<file path="config.mk">
export PLATFORM = sky130hd
export DESIGN_NAME = isp_crc_and_mode_entry
export DESIGN_NICKNAME = d
export VERILOG_FILES = /design/src/hw/isp_crc_pkg.sv /design/src/hw/crc_bit_engine.sv /design/src/hw/pin_mode_decode.sv /design/src/hw/isp_crc_and_mode_entry.sv
export SDC_FILE = /design/constraint.sdc
export NUM_CORES = 1
export LEC_CHECK = 0
export ABC_CLOCK_PERIOD_IN_PS = 2150
export BUFFER_PORTS_ARGS = -buffer_cell sky130_fd_sc_hd__buf_2
export CAP_MARGIN = 20
export CORE_UTILIZATION = 50
export DETAILED_ROUTE_END_ITERATION = 10
export GPL_TIMING_DRIVEN = 0
export PLACE_DENSITY = 0.82
export SLEW_MARGIN = 25
export SYNTH_ARGS = -nofsm -noshare
export SYNTH_HDL_FRONTEND = slang
export SYNTH_HIERARCHICAL = 1
export SYNTH_SLANG_ARGS = --single-unit
</file>
<file path="constraint.sdc">
create_clock -name sys_clk -period 2.15 [get_ports sys_clk]
set_input_delay 0.3225 -clock sys_clk [delete_from_list [all_inputs] [get_ports sys_clk]]
set_output_delay 0.3225 -clock sys_clk [all_outputs]
set_load 0.03 [all_outputs]
</file>
<file path="src/hw/isp_crc_pkg.sv">
// Package: register indices, command codes and CRC constants for the ISP CRC block
package isp_crc_pkg;

  // ---------------------------------------------------------------------------
  // Register map (printed offsets are indices; byte address is four times)
  // ---------------------------------------------------------------------------
  localparam logic [7:0]  IDX_SLAVE_ADDR = 8'h0B;   // isp_slave_address, write only
  localparam logic [7:0]  IDX_ENABLE_KEY = 8'h0C;   // isp_enable_key, write only
  localparam logic [7:0]  IDX_STATUS     = 8'h0D;   // Block status, read only
  localparam logic [7:0]  IDX_CRC_VALUE  = 8'h0E;   // CRC remainder, read only
  localparam int          ADDR_W         = 8;
  localparam logic [1:0]  WORD_LSB       = 2'h0;    // Aligned word: low address bits

  // Status register fields
  localparam int          ST_ISP_EN      = 0;
  localparam int          ST_CRC_BUSY    = 1;
  localparam int          ST_TEST_A      = 2;
  localparam int          ST_TEST_B      = 3;
  localparam int          ST_WRITER      = 4;
  localparam int          ST_MODE_LSB    = 8;       // Data write mode, 3 bits

  // ---------------------------------------------------------------------------
  // Key, command codes and CRC constants
  // ---------------------------------------------------------------------------
  localparam logic [7:0]  ENABLE_KEY     = 8'h93;
  localparam int          OPC_LSB        = 3;       // Command code lives in bits 7..3
  localparam logic [4:0]  OPC_PROGRAM    = 5'h14;   // 10100
  localparam logic [4:0]  OPC_ERASE      = 5'h06;   // 00110
  localparam logic [4:0]  OPC_BLANK      = 5'h0D;   // 01101
  localparam logic [4:0]  OPC_CLEAR_CRC  = 5'h1A;   // 11010
  localparam logic [4:0]  OPC_RESET_CPU  = 5'h09;   // 01001

  localparam logic [15:0] CRC_SEED       = 16'hFFFF;
  localparam int          CRC_BITS       = 8;       // Bit steps per counted byte
  localparam logic [2:0]  RD_BYTE_CMD    = 3'h2;    // Byte numbers of a command read
  localparam logic [2:0]  RD_BYTE_CRC_HI = 3'h5;
  localparam logic [2:0]  RD_BYTE_CRC_LO = 3'h6;

  // Data write mode selected by the last program, erase or blank command write
  typedef enum logic [2:0] {
    MODE_PROGRAM = 3'b001,
    MODE_ERASE   = 3'b010,
    MODE_BLANK   = 3'b100
  } wmode_e;

endpackage : isp_crc_pkg

</file>
<file path="src/hw/crc_bit_engine.sv">
// Bit-serial CRC engine: folds one byte, most significant bit first, in eight cycles
`timescale 1ns/1ps
module crc_bit_engine (
  input  wire logic        sys_clk,
  input  wire logic        srst,
  input  wire logic        clearCrc,
  input  wire logic        foldStart,
  input  wire logic [7:0]  foldByte,
  output logic             crcBusy,
  output logic [15:0]      crcValue
);

  typedef enum logic [1:0] {
    ENG_IDLE  = 2'b01,
    ENG_SHIFT = 2'b10
  } eng_e;

  typedef struct packed {
    eng_e        state;
    logic [15:0] crc;
    logic [7:0]  shift;
    logic [2:0]  count;
  } eng_s;

  eng_s cur_q;
  eng_s nxt_d;
  logic crcFeedbackBit;

  // ---------------------------------------------------------------------------
  // Next state
  // ---------------------------------------------------------------------------
  // Clear wins over a byte in flight so a stale byte never lands after seeding
  always_comb begin
    nxt_d          = cur_q;
    crcFeedbackBit = cur_q.crc[15] ^ cur_q.shift[7];
    if (clearCrc) begin
      nxt_d.crc   = isp_crc_pkg::CRC_SEED;
      nxt_d.state = ENG_IDLE;
    end else begin
      unique case (cur_q.state)
        ENG_IDLE: begin
          if (foldStart) begin
            nxt_d.shift = foldByte;
            nxt_d.count = '0;
            nxt_d.state = ENG_SHIFT;
          end
        end
        ENG_SHIFT: begin
          nxt_d.crc   = {cur_q.crc[14] ^ crcFeedbackBit, cur_q.crc[13:2],
                         cur_q.crc[1] ^ crcFeedbackBit, cur_q.crc[0], crcFeedbackBit};
          nxt_d.shift = {cur_q.shift[6:0], 1'b0};  // Msb first
          nxt_d.count = cur_q.count + 3'h1;
          if (cur_q.count == 3'(isp_crc_pkg::CRC_BITS - 1)) begin
            nxt_d.state = ENG_IDLE;
          end
        end
        default: nxt_d.state = ENG_IDLE;
      endcase
    end
  end

  // State register; reset seeds the remainder
  always_ff @(posedge sys_clk) begin
    if (srst) begin
      cur_q.state <= ENG_IDLE;
      cur_q.crc   <= isp_crc_pkg::CRC_SEED;
      cur_q.shift <= '0;
      cur_q.count <= '0;
    end else begin
      cur_q <= nxt_d;
    end
  end

  assign crcBusy  = (cur_q.state == ENG_SHIFT);
  assign crcValue = cur_q.crc;
endmodule : crc_bit_engine

</file>
<file path="src/hw/pin_mode_decode.sv">
// Decode of test and writer modes from pin levels around the reset pin
`timescale 1ns/1ps
module pin_mode_decode (
  input  wire logic sys_clk,
  input  wire logic srst,
  input  wire logic resetPin,
  input  wire logic dacOut9,
  input  wire logic dacOut8,
  input  wire logic selfTestOut,
  output logic      testModeA,
  output logic      testModeB,
  output logic      writerMode
);

  typedef struct packed {
    logic prevReset;
    logic modeA;
    logic modeB;
    logic writer;
  } pin_s;

  pin_s cur_q;
  pin_s nxt_d;

  // ---------------------------------------------------------------------------
  // Mode decode
  // ---------------------------------------------------------------------------
  // Mode B is caught on the falling edge and held until the pin rises again
  always_comb begin
    nxt_d           = cur_q;
    nxt_d.prevReset = resetPin;
    nxt_d.modeA     = resetPin & dacOut9 & ~dacOut8 & ~selfTestOut;
    nxt_d.writer    = resetPin & ~dacOut9 & dacOut8;
    if (cur_q.prevReset && !resetPin && dacOut9 && !dacOut8 && selfTestOut) begin
      nxt_d.modeB = 1'b1;
    end else if (resetPin) begin
      nxt_d.modeB = 1'b0;
    end
  end

  always_ff @(posedge sys_clk) begin
    // Edge history loads the live pin level so a fall right after reset is neither lost nor invented
    if (srst) begin
      cur_q <= '{prevReset: resetPin, default: 1'b0};
    end else begin
      cur_q <= nxt_d;
    end
  end

  assign testModeA  = cur_q.modeA;
  assign testModeB  = cur_q.modeB;
  assign writerMode = cur_q.writer;
endmodule : pin_mode_decode

</file>
<file path="src/hw/isp_crc_and_mode_entry.sv">
// ISP CRC checker, ISP enable registers, command decode and mode entry (top)
//
// Function
// - In a data write, each data byte that the ISP slave acknowledges is folded into the CRC.
// - The low address byte and the one dummy byte of an erase or blank are never folded.
// - The clear-CRC command loads all sixteen CRC bits with one.
// - Device reset seeds the CRC with FFFFh.
// - Bytes fold most significant bit first, feedback is CRC bit 15 XOR the data bit.
// - Each bit step shifts the CRC left, XORing feedback into bits 15 and 2 and into bit 0.
// - A command write with the reset-processor command restarts the processor.
// - ISP mode is enabled only by writing key 93h to the enable register at 0Ch.
// - Test mode A holds while reset, dac_out_9 high and dac_out_8, self_test_out low.
// - Test mode B is entered on reset falling with dac_out_9 high, dac_out_8 low, self_test_out high.
// - Writer mode holds while reset and dac_out_8 are high and dac_out_9 is low.
// - A command byte 11010xxx is the clear-CRC command.
// - A command read returns CRC high as its fifth byte and CRC low as its sixth.
// - A data byte refused because a program cycle is still running is not folded.
//
// The APB slave port was decided locally.
`timescale 1ns/1ps
module isp_crc_and_mode_entry (
  input  wire logic        sys_clk,
  input  wire logic        srst,
  // APB slave
  input  wire logic [7:0]  paddr,
  input  wire logic        psel,
  input  wire logic        penable,
  input  wire logic        pwrite,
  input  wire logic [31:0] pwdata,
  output logic [31:0]      prdata,
  output logic             pready,
  output logic             pslverr,
  // Command write bytes from the ISP slave
  input  wire logic        cmdByteValid,
  input  wire logic [7:0]  cmdByte,
  // Data write bytes from the ISP slave
  input  wire logic        dataByteValid,
  input  wire logic [7:0]  dataByte,
  input  wire logic        dataByteIsAddr,
  input  wire logic        progBusy,
  output logic             dataByteAck,
  // Command read byte selection
  input  wire logic        readByteReq,
  input  wire logic [2:0]  readByteNum,
  output logic [7:0]       readByteData,
  // Processor and ISP control
  output logic             ispEnable,
  output logic [7:0]       ispSlaveAddress,
  output logic             cpuResetReq,
  // Mode pins
  input  wire logic        resetPin,
  input  wire logic        dacOut9,
  input  wire logic        dacOut8,
  input  wire logic        selfTestOut,
  output logic             testModeA,
  output logic             testModeB,
  output logic             writerMode
);

  typedef struct packed {
    logic [7:0]            slaveAddr;
    logic                  isp_enable_key;
    isp_crc_pkg::wmode_e   mode;
    logic                  dummyTaken;
    logic [7:0]            lastCmd;
    logic [7:0]            readData;
    logic                  cpuReset;
    logic [31:0]           rdata;
    logic                  slvErr;
  } top_s;

  top_s cur_q;
  top_s nxt_d;

  logic        crcBusy;
  logic [15:0] crcValue;
  logic        clearCrc;
  logic        foldStart;
  logic        apbAccess;
  logic [5:0]  regIndex;
  logic        idxSlave;
  logic        idxKey;
  logic        idxStatus;
  logic        idxCrc;
  logic [4:0]  opcode;
  logic        eraseLike;
  logic [31:0] statusWord;

  // ---------------------------------------------------------------------------
  // Command decode and byte acceptance
  // ---------------------------------------------------------------------------
  // Opcode is the upper five bits; the low three are ignored
  assign opcode    = cmdByte[7:isp_crc_pkg::OPC_LSB];
  assign clearCrc  = cmdByteValid && (opcode == isp_crc_pkg::OPC_CLEAR_CRC);
  assign eraseLike = (cur_q.mode != isp_crc_pkg::MODE_PROGRAM);

  // A data byte is refused while the flash or the CRC engine is still busy
  assign dataByteAck = dataByteValid && !progBusy && !crcBusy;

  // Fold only acknowledged program data; address and erase dummy bytes are skipped
  assign foldStart = dataByteAck && !dataByteIsAddr && !eraseLike;

  crc_bit_engine u_crc (
    .sys_clk   (sys_clk),
    .srst      (srst),
    .clearCrc  (clearCrc),
    .foldStart (foldStart),
    .foldByte  (dataByte),
    .crcBusy   (crcBusy),
    .crcValue  (crcValue)
  );

  pin_mode_decode u_pins (
    .sys_clk     (sys_clk),
    .srst        (srst),
    .resetPin    (resetPin),
    .dacOut9     (dacOut9),
    .dacOut8     (dacOut8),
    .selfTestOut (selfTestOut),
    .testModeA   (testModeA),
    .testModeB   (testModeB),
    .writerMode  (writerMode)
  );

  // ---------------------------------------------------------------------------
  // APB decode
  // ---------------------------------------------------------------------------
  // Registers sit on aligned words; misaligned or unmapped addresses get an error
  assign apbAccess = psel && penable;
  assign regIndex  = paddr[7:2];
  assign idxSlave  = (paddr[1:0] == isp_crc_pkg::WORD_LSB) &&
                     (regIndex == isp_crc_pkg::IDX_SLAVE_ADDR[5:0]);
  assign idxKey    = (paddr[1:0] == isp_crc_pkg::WORD_LSB) &&
                     (regIndex == isp_crc_pkg::IDX_ENABLE_KEY[5:0]);
  assign idxStatus = (paddr[1:0] == isp_crc_pkg::WORD_LSB) &&
                     (regIndex == isp_crc_pkg::IDX_STATUS[5:0]);
  assign idxCrc    = (paddr[1:0] == isp_crc_pkg::WORD_LSB) &&
                     (regIndex == isp_crc_pkg::IDX_CRC_VALUE[5:0]);

  // Status word gathers the block's own live state
  always_comb begin
    statusWord                                  = '0;
    statusWord[isp_crc_pkg::ST_ISP_EN]          = cur_q.isp_enable_key;
    statusWord[isp_crc_pkg::ST_CRC_BUSY]        = crcBusy;
    statusWord[isp_crc_pkg::ST_TEST_A]          = testModeA;
    statusWord[isp_crc_pkg::ST_TEST_B]          = testModeB;
    statusWord[isp_crc_pkg::ST_WRITER]          = writerMode;
    statusWord[isp_crc_pkg::ST_MODE_LSB +: 3]   = cur_q.mode;
  end

  // ---------------------------------------------------------------------------
  // Next state
  // ---------------------------------------------------------------------------
  // Read data is captured in the setup cycle so it stands registered in access
  always_comb begin
    nxt_d          = cur_q;
    nxt_d.cpuReset = 1'b0;
    // Bus setup: latch read data and error for the access phase
    if (psel && !penable) begin
      nxt_d.slvErr = !(idxSlave || idxKey || idxStatus || idxCrc) ||
                     (!pwrite && (idxSlave || idxKey));
      if (!pwrite && idxStatus) begin
        nxt_d.rdata = statusWord;
      end else if (!pwrite && idxCrc) begin
        nxt_d.rdata = {16'h0000, crcValue};
      end else begin
        nxt_d.rdata = '0;  // Write-only registers read as zero
      end
    end
    // Register writes take effect at the access edge only
    if (apbAccess && pwrite && idxSlave) begin
      nxt_d.slaveAddr = pwdata[7:0];
    end
    if (apbAccess && pwrite && idxKey && pwdata[7:0] == isp_crc_pkg::ENABLE_KEY) begin
      nxt_d.isp_enable_key = 1'b1;
    end
    // Command write: select data write mode or act on a one-shot command
    if (cmdByteValid) begin
      nxt_d.lastCmd = cmdByte;
      unique case (opcode)
        isp_crc_pkg::OPC_PROGRAM: nxt_d.mode = isp_crc_pkg::MODE_PROGRAM;
        isp_crc_pkg::OPC_ERASE:   nxt_d.mode = isp_crc_pkg::MODE_ERASE;
        isp_crc_pkg::OPC_BLANK:   nxt_d.mode = isp_crc_pkg::MODE_BLANK;
        isp_crc_pkg::OPC_RESET_CPU: begin
          nxt_d.cpuReset = 1'b1;
          nxt_d.isp_enable_key    = 1'b0;  // Processor restarts from flash, ISP ends
        end
        default: ;
      endcase
    end
    // Dummy byte of erase and blank: noted, never folded
    if (dataByteAck && !dataByteIsAddr && eraseLike) begin
      nxt_d.dummyTaken = 1'b1;
    end else if (cmdByteValid) begin
      nxt_d.dummyTaken = 1'b0;
    end
    // Command read bytes; the CRC halves come fifth and sixth
    if (readByteReq) begin
      unique case (readByteNum)
        isp_crc_pkg::RD_BYTE_CMD:    nxt_d.readData = cur_q.lastCmd;
        isp_crc_pkg::RD_BYTE_CRC_HI: nxt_d.readData = crcValue[15:8];
        isp_crc_pkg::RD_BYTE_CRC_LO: nxt_d.readData = crcValue[7:0];
        default:                     nxt_d.readData = '0;
      endcase
    end
  end

  // State register
  always_ff @(posedge sys_clk) begin
    if (srst) begin
      cur_q.slaveAddr  <= '0;
      cur_q.isp_enable_key      <= 1'b0;
      cur_q.mode       <= isp_crc_pkg::MODE_PROGRAM;
      cur_q.dummyTaken <= 1'b0;
      cur_q.lastCmd    <= '0;
      cur_q.readData   <= '0;
      cur_q.cpuReset   <= 1'b0;
      cur_q.rdata      <= '0;
      cur_q.slvErr     <= 1'b0;
    end else begin
      cur_q <= nxt_d;
    end
  end

  // ---------------------------------------------------------------------------
  // Outputs
  // ---------------------------------------------------------------------------
  // Zero wait states: every access ends in its first access cycle
  assign pready          = 1'b1;
  assign prdata          = cur_q.rdata;
  assign pslverr         = apbAccess && cur_q.slvErr;
  assign ispEnable       = cur_q.isp_enable_key;
  assign ispSlaveAddress = cur_q.slaveAddr;
  assign cpuResetReq     = cur_q.cpuReset;
  assign readByteData    = cur_q.readData;
endmodule : isp_crc_and_mode_entry

</file>
-- Word level (Yosys, flattened, before mapping)
Index checks and enable logic that the tools add are counted.
- add/sub/neg operators: 1
- equality and inequality tests: 19
- multiplexer cells: 15
- bitwise operators: 13
- reduce and logical (&&, ||, !) cells: 45
- operators by type and width (kind ; number):
    $mux W16 ; 2
    $eq A6 B4 Y1 const B ; 4
    $pmux W8 S3 ; 1
    $logic_and A1 B1 Y1 ; 23
    $pmux W11 S2 ; 1
    $mux W11 ; 1
    $eq A5 B4 Y1 const B ; 2
    $eq A5 B5 Y1 const B ; 2
    $eq A3 B3 Y1 const B ; 3
    $logic_not A1 Y1 ; 9
    $pmux W3 S3 ; 1
    $eq A8 B8 Y1 const B ; 1
    $and A1 B1 Y1 ; 5
    $eq A5 B3 Y1 const B ; 1
    $mux W1 ; 5
    $not A1 Y1 ; 5
    $logic_or A1 B1 Y1 ; 4
    $mux W2 ; 2
    $mux W4 ; 1
    $pmux W2 S2 ; 1
    $reduce_and A2 Y1 ; 2
    $reduce_bool A2 Y1 ; 2
    $reduce_or A2 Y1 ; 2
    $add A3 B1 Y3 const B ; 1
    other kinds (10) ; 12
- register bits after elaboration: 95
- input bits: 73
- output and inout port bits: 56
- word-level logic and storage cells: 109

-- Longest topological paths before layout
- depth in word-level cells: 7
- gate-level depth with buffers: 8
- gate-level depth less buffers: 7

-- Hierarchy
Netlist, hierarchy kept.
- modules (own cells, without submodules) (module ; times used ; cells each ; area each (um^2) ; sequential area each (um^2)):
    isp_crc_and_mode_entry ; 1 ; 269 ; 2409.8 ; 920.9
    crc_bit_engine ; 1 ; 145 ; 1385.1 ; 580.6
    pin_mode_decode ; 1 ; 10 ; 133.9 ; 80.1

-- Worst setup path before layout
Ideal clock, no wire load.
- kind: flip-flop to flip-flop
- start point: reg u_crc/cur_q[27] (netlist bit)
- end point: reg u_crc/cur_q[10] (netlist bit)
- setup time: 0.134 ns
- arrival time: 2.333 ns
- data required time: 2.016 ns
- slack: -0.317 ns
- cell stages (with the launch flop): 8
- path buffers: 0
- period minus slack after synthesis: 2.467 ns
- cell sequence: dfxtp_1 inv_1 ha_1 nor3b_1 and4b_1 and2b_1 nor2_2 a211oi_1
- cells in the longest elaborated chain, start to end: 7
- elaborated cells between the ends (all ways): 10
- classes of those cells: 3 x eq/ne; 1 x mux; 6 x reduce/logical
- ends and longest elaborated chain (element ; RTL line ; text):
    start: declaration ; crc_bit_engine.sv:25 ; eng_s cur_q;
    start signal: assignment ; crc_bit_engine.sv:70 ; cur_q <= nxt_d;
    $eq A2 B2 Y1 ; crc_bit_engine.sv:74 ; assign crcBusy = (cur_q.state == ENG_SHIFT);
    net crcBusy ; isp_crc_and_mode_entry.sv:75 ; logic crcBusy;
    $logic_not A1 Y1 ; isp_crc_and_mode_entry.sv:98 ; assign dataByteAck = dataByteValid && !progBusy && !crcBusy;
    $logic_and A1 B1 Y1 ; isp_crc_and_mode_entry.sv:98 ;
    net dataByteAck ; isp_crc_and_mode_entry.sv:41 ; output logic dataByteAck,
    $logic_and A1 B1 Y1 ; n/a ;
    $logic_and A1 B1 Y1 ; isp_crc_and_mode_entry.sv:101 ; assign foldStart = dataByteAck && !dataByteIsAddr && !eraseLike;
    net foldStart ; isp_crc_and_mode_entry.sv:78 ; logic foldStart;
    $ne A2 B2 Y1 (no line) ; n/a ;
    $reduce_and A3 Y1 (no line) ; n/a ;
The timed path passes the listed nets, and every way through them passes these cells.
A chain may end at the register's enable or synchronous reset.

-- Worst setup path in the final report
- start point: reg u_crc/cur_q[27] (netlist bit)
- end point: reg u_crc/cur_q[9] (netlist bit)
- cells in the longest elaborated chain, start to end: 7
- elaborated cells between the ends (all ways): 10
- classes of those cells: 3 x eq/ne; 1 x mux; 6 x reduce/logical
- ends and longest elaborated chain (element ; RTL line):
    $eq A2 B2 Y1 ; crc_bit_engine.sv:74
    net crcBusy ; isp_crc_and_mode_entry.sv:75
    $logic_not A1 Y1 ; isp_crc_and_mode_entry.sv:98
    $logic_and A1 B1 Y1 ; isp_crc_and_mode_entry.sv:98
    $logic_and A1 B1 Y1 ; n/a
    $logic_and A1 B1 Y1 ; isp_crc_and_mode_entry.sv:101
    net foldStart ; isp_crc_and_mode_entry.sv:78
    $ne A2 B2 Y1 (no line) ; n/a
    $reduce_and A3 Y1 (no line) ; n/a
The timed path passes the listed nets, and every way through them passes these cells.

==> results.cfg <==
[run_status]
status = complete, no violations

[synthesis]
yosysSeqAreaShare_pct = 40.3
synth-edff-count = 0
yosys.area_share.simple_pct = 15.9
synth_flop_cell = dfxtp_1
synth_area_um2 = 3930
yosysUniqueCellTypes = 45
synth_xor_area_share_pct = 0.892
async_reset_ff_share_pct = 0
yosys-top-cells-count = dfxtp_1 (79), buf_4 (67), mux2i_1 (35)
synth_top_family_by_area = compound AO/OA/AOI/OAI gates
yosys.area.top_type = dfxtp_1
synth.ff_latch_count = 79
netlist_instances = 424
synthTopCellsByArea = dfxtp_1 (40%), buf_4 (13%), mux2i_1 (8.9%)
ys.warnings.count = 6
synth.most_common_cell = dfxtp_1
synth.top_cell.area_share_pct = 40.3
synth_compound_area_share_pct = 16.7
avgSynthCellArea_um2 = 9.27
synthAdderAreaFrac_pct = 1.91
yosys-mux-area-fraction_pct = 8.92

[placed_design]
dpl.hpwl_um = 6560
pre_cts_slack_ps = -90.5
gp_congestion = 0.851
io_buffers = 86
placed_cells = 624

[global_route]
grt_pass1_vias = 3121
grt_max_degree = 16
grt_antenna_before_repair = 0
grt_pass1_wl_um = 14400
grt_overflow = 0
track_usage_pct = 21.8

[route]
drtIter0Drc = 206
viasPerCell = 5.18
finalWirelength_um = 8620
ant_nets = 0
drt_first_pass_iters = 4
drt-wirelength-per-cell_um = 13.4
via_count = 3322
drc = 0

[sta]
fin_crit_ps = 1940
tightest_slew_ps = 901
post-route-period-util_pct = 90.4
maxClockFrequency_ghz = 0.515
slew-limit-headroom_pct = 39.8
fin_ws_ps = 207
hold_violations = 0
worst_hold_slack_ps = 99.7
rsz0062_at_grt = no
clock-skew-final_ps = 9.54
slew_viol_final = 0
setup_viol = 0

[final_layout]
nets = 616
n_antenna_cell = 0
drive_gt1_share_pct = 34.3
fin_cells = 641
area_growth_pct = 22.1

[setup_path]
criticalPathCategory = reg -> reg
endpoint_kind = flop
critPathMaxStageDelay_ps = 370
worstPathMaxFanout = 7
cp-start-kind = flop
required_ps = 2370
crit_chain = inv_1 -> ha_2 -> nor3b_2 -> and4b_1 -> and2b_1 -> nor2_4 -> a211oi_1
worst_ep_arrival_time_ps = 2160
critPathSlowestCell = dfxtp_1

[floorplanning]
pin_count = 129
start_util_pct = 53.0
fp-row-count = 31
die_h_um = 90.6
core_um2 = 7410
die_w_um = 90.6
die_area_um2 = 8220

[clock_tree]
clock_latency_ps = 360
postCtsHoldBufs = 0
cts-buffers-inserted = 9
htreeDepth = 3
clock-sinks = 79
cts_root_buf = clkbuf_8
cts_buffer_depth = 2
cts.clk_slew.worst_paths_ps = 90
cts_tree = built

[power]
p_leak_uw = 0.00215
p_per_area_nw_per_um2 = 695
peakVddDrop_uv = 489
power_uw = 3330

[run]
maxCapViolations = 0

[hold_path]
min_path_type = in -> reg
cells in the final DEF, fill, tap and decap left out, types with 6 or more instances in the layout:
cell type | synthesis | final
a22oi_1 | 13 | 13
clkbuf_1 | 12 | 12
mux2i_1 | 35 | 35
nor2_1 | 33 | 33
buf_4 | 67 | 69
clkbuf_8 | 0 | 9
buf_2 | 6 | 91
a211oi_1 | 7 | 7
o21ai_0 | 14 | 14
a22o_1 | 24 | 24
conb_1 | 2 | 17
dfxtp_1 | 79 | 79
inv_1 | 6 | 6
nor2b_1 | 8 | 8
nand2_1 | 21 | 21
nand2b_1 | 8 | 7
a21oi_1 | 27 | 27
path summary, 6_finish.rpt:
path	startpoint	end	slack, ps	depth (start not counted)
min reg2reg	u_crc/cur_q[2]$_SDFFE_PP0P_	u_crc/cur_q[2]$_SDFFE_PP0P_	480	2
max	u_crc/cur_q[27]$_SDFFE_PP1P_	u_crc/cur_q[9]$_SDFFE_PP0P_	210	7
max reg2reg	u_crc/cur_q[27]$_SDFFE_PP1P_	u_crc/cur_q[9]$_SDFFE_PP0P_	210	7
min	resetPin	u_pins/cur_q[3]$_DFF_P_	100	1
through the flow:
step	TNS, ps	utilization [%]	area (um2)
floorplan	0	-	3990
global placement	-327	61.3	4540
detailed placement	-519	61.3	4540
CTS	0	64.4	4770
global route	0	64.8	4800
finish	0	64.8	4800
power by group:
group          switching, uW  leakage (uW)  internal, uW
Clock                    579      0.000115           670
Combinational            306       0.00140           213
Sequential              40.1      0.000642          1520
Total                    925       0.00215          2410
final cells by class:
cell class | count | area (um2)
fill | 590 | 2610
multi-input combinational | 269 | 1820
sequential | 79 | 1580
buffer | 85 | 581
timing repair buffer | 87 | 438
clock buffer | 9 | 124
tap | 99 | 124
clock inverter | 7 | 104
inverter | 6 | 22.5
per-layer routing:
layer | share of wire (%) | wire [um] | GRT usage (%) | vias to the layer above
met5 | 0 | 0 | 0 | -
met4 | 2.3 | 196 | 9.14 | 0
met3 | 4.8 | 415 | 4.29 | 18
met2 | 49 | 4240 | 36.0 | 100
met1 | 44 | 3760 | 27.6 | 1546
li1 | - | - | - | 1658
sequential cells by signal (all words and copies together), names as in the netlist:
register	cells
prdata	16
u_crc/crcValue	16
u_crc/cur_q	13
cur_q	12
ispSlaveAddress	8
readByteData	8
cpuResetReq	1
ispEnable	1
u_pins/cur_q	1
u_pins/testModeA	1
u_pins/testModeB	1
u_pins/writerMode	1
worst max-delay path, delay by kind of cell, from the launching register on:
kind | cells | cell delay (ps)
AND/OR/NAND/NOR | 4 | 1000
buffers and inverters | 1 | 90
flip-flops | 1 | 370
adder cells (fa/ha/maj) | 1 | 250
AO/OA/AOI/OAI | 1 | 110
kinds of logic (layout without fill, tap and decap cells):
family	count (synthesis)	after routing
buffers and inverters	91	194
DFF	79	79
and+or+nand+nor	111	111
muxes	35	35
xor gates and xnor gates	4	4
adders and majority gates	6	6
other	2	17
AOI/OAI and AO/OA	96	96
repair_timing:
item | 4_1_cts | 5_1_grt
buffers inserted | 0 | 1
setup endpoints to repair | 0 | 12
gates resized for setup | 0 | 5
Power figures use the tool's default switching activity.
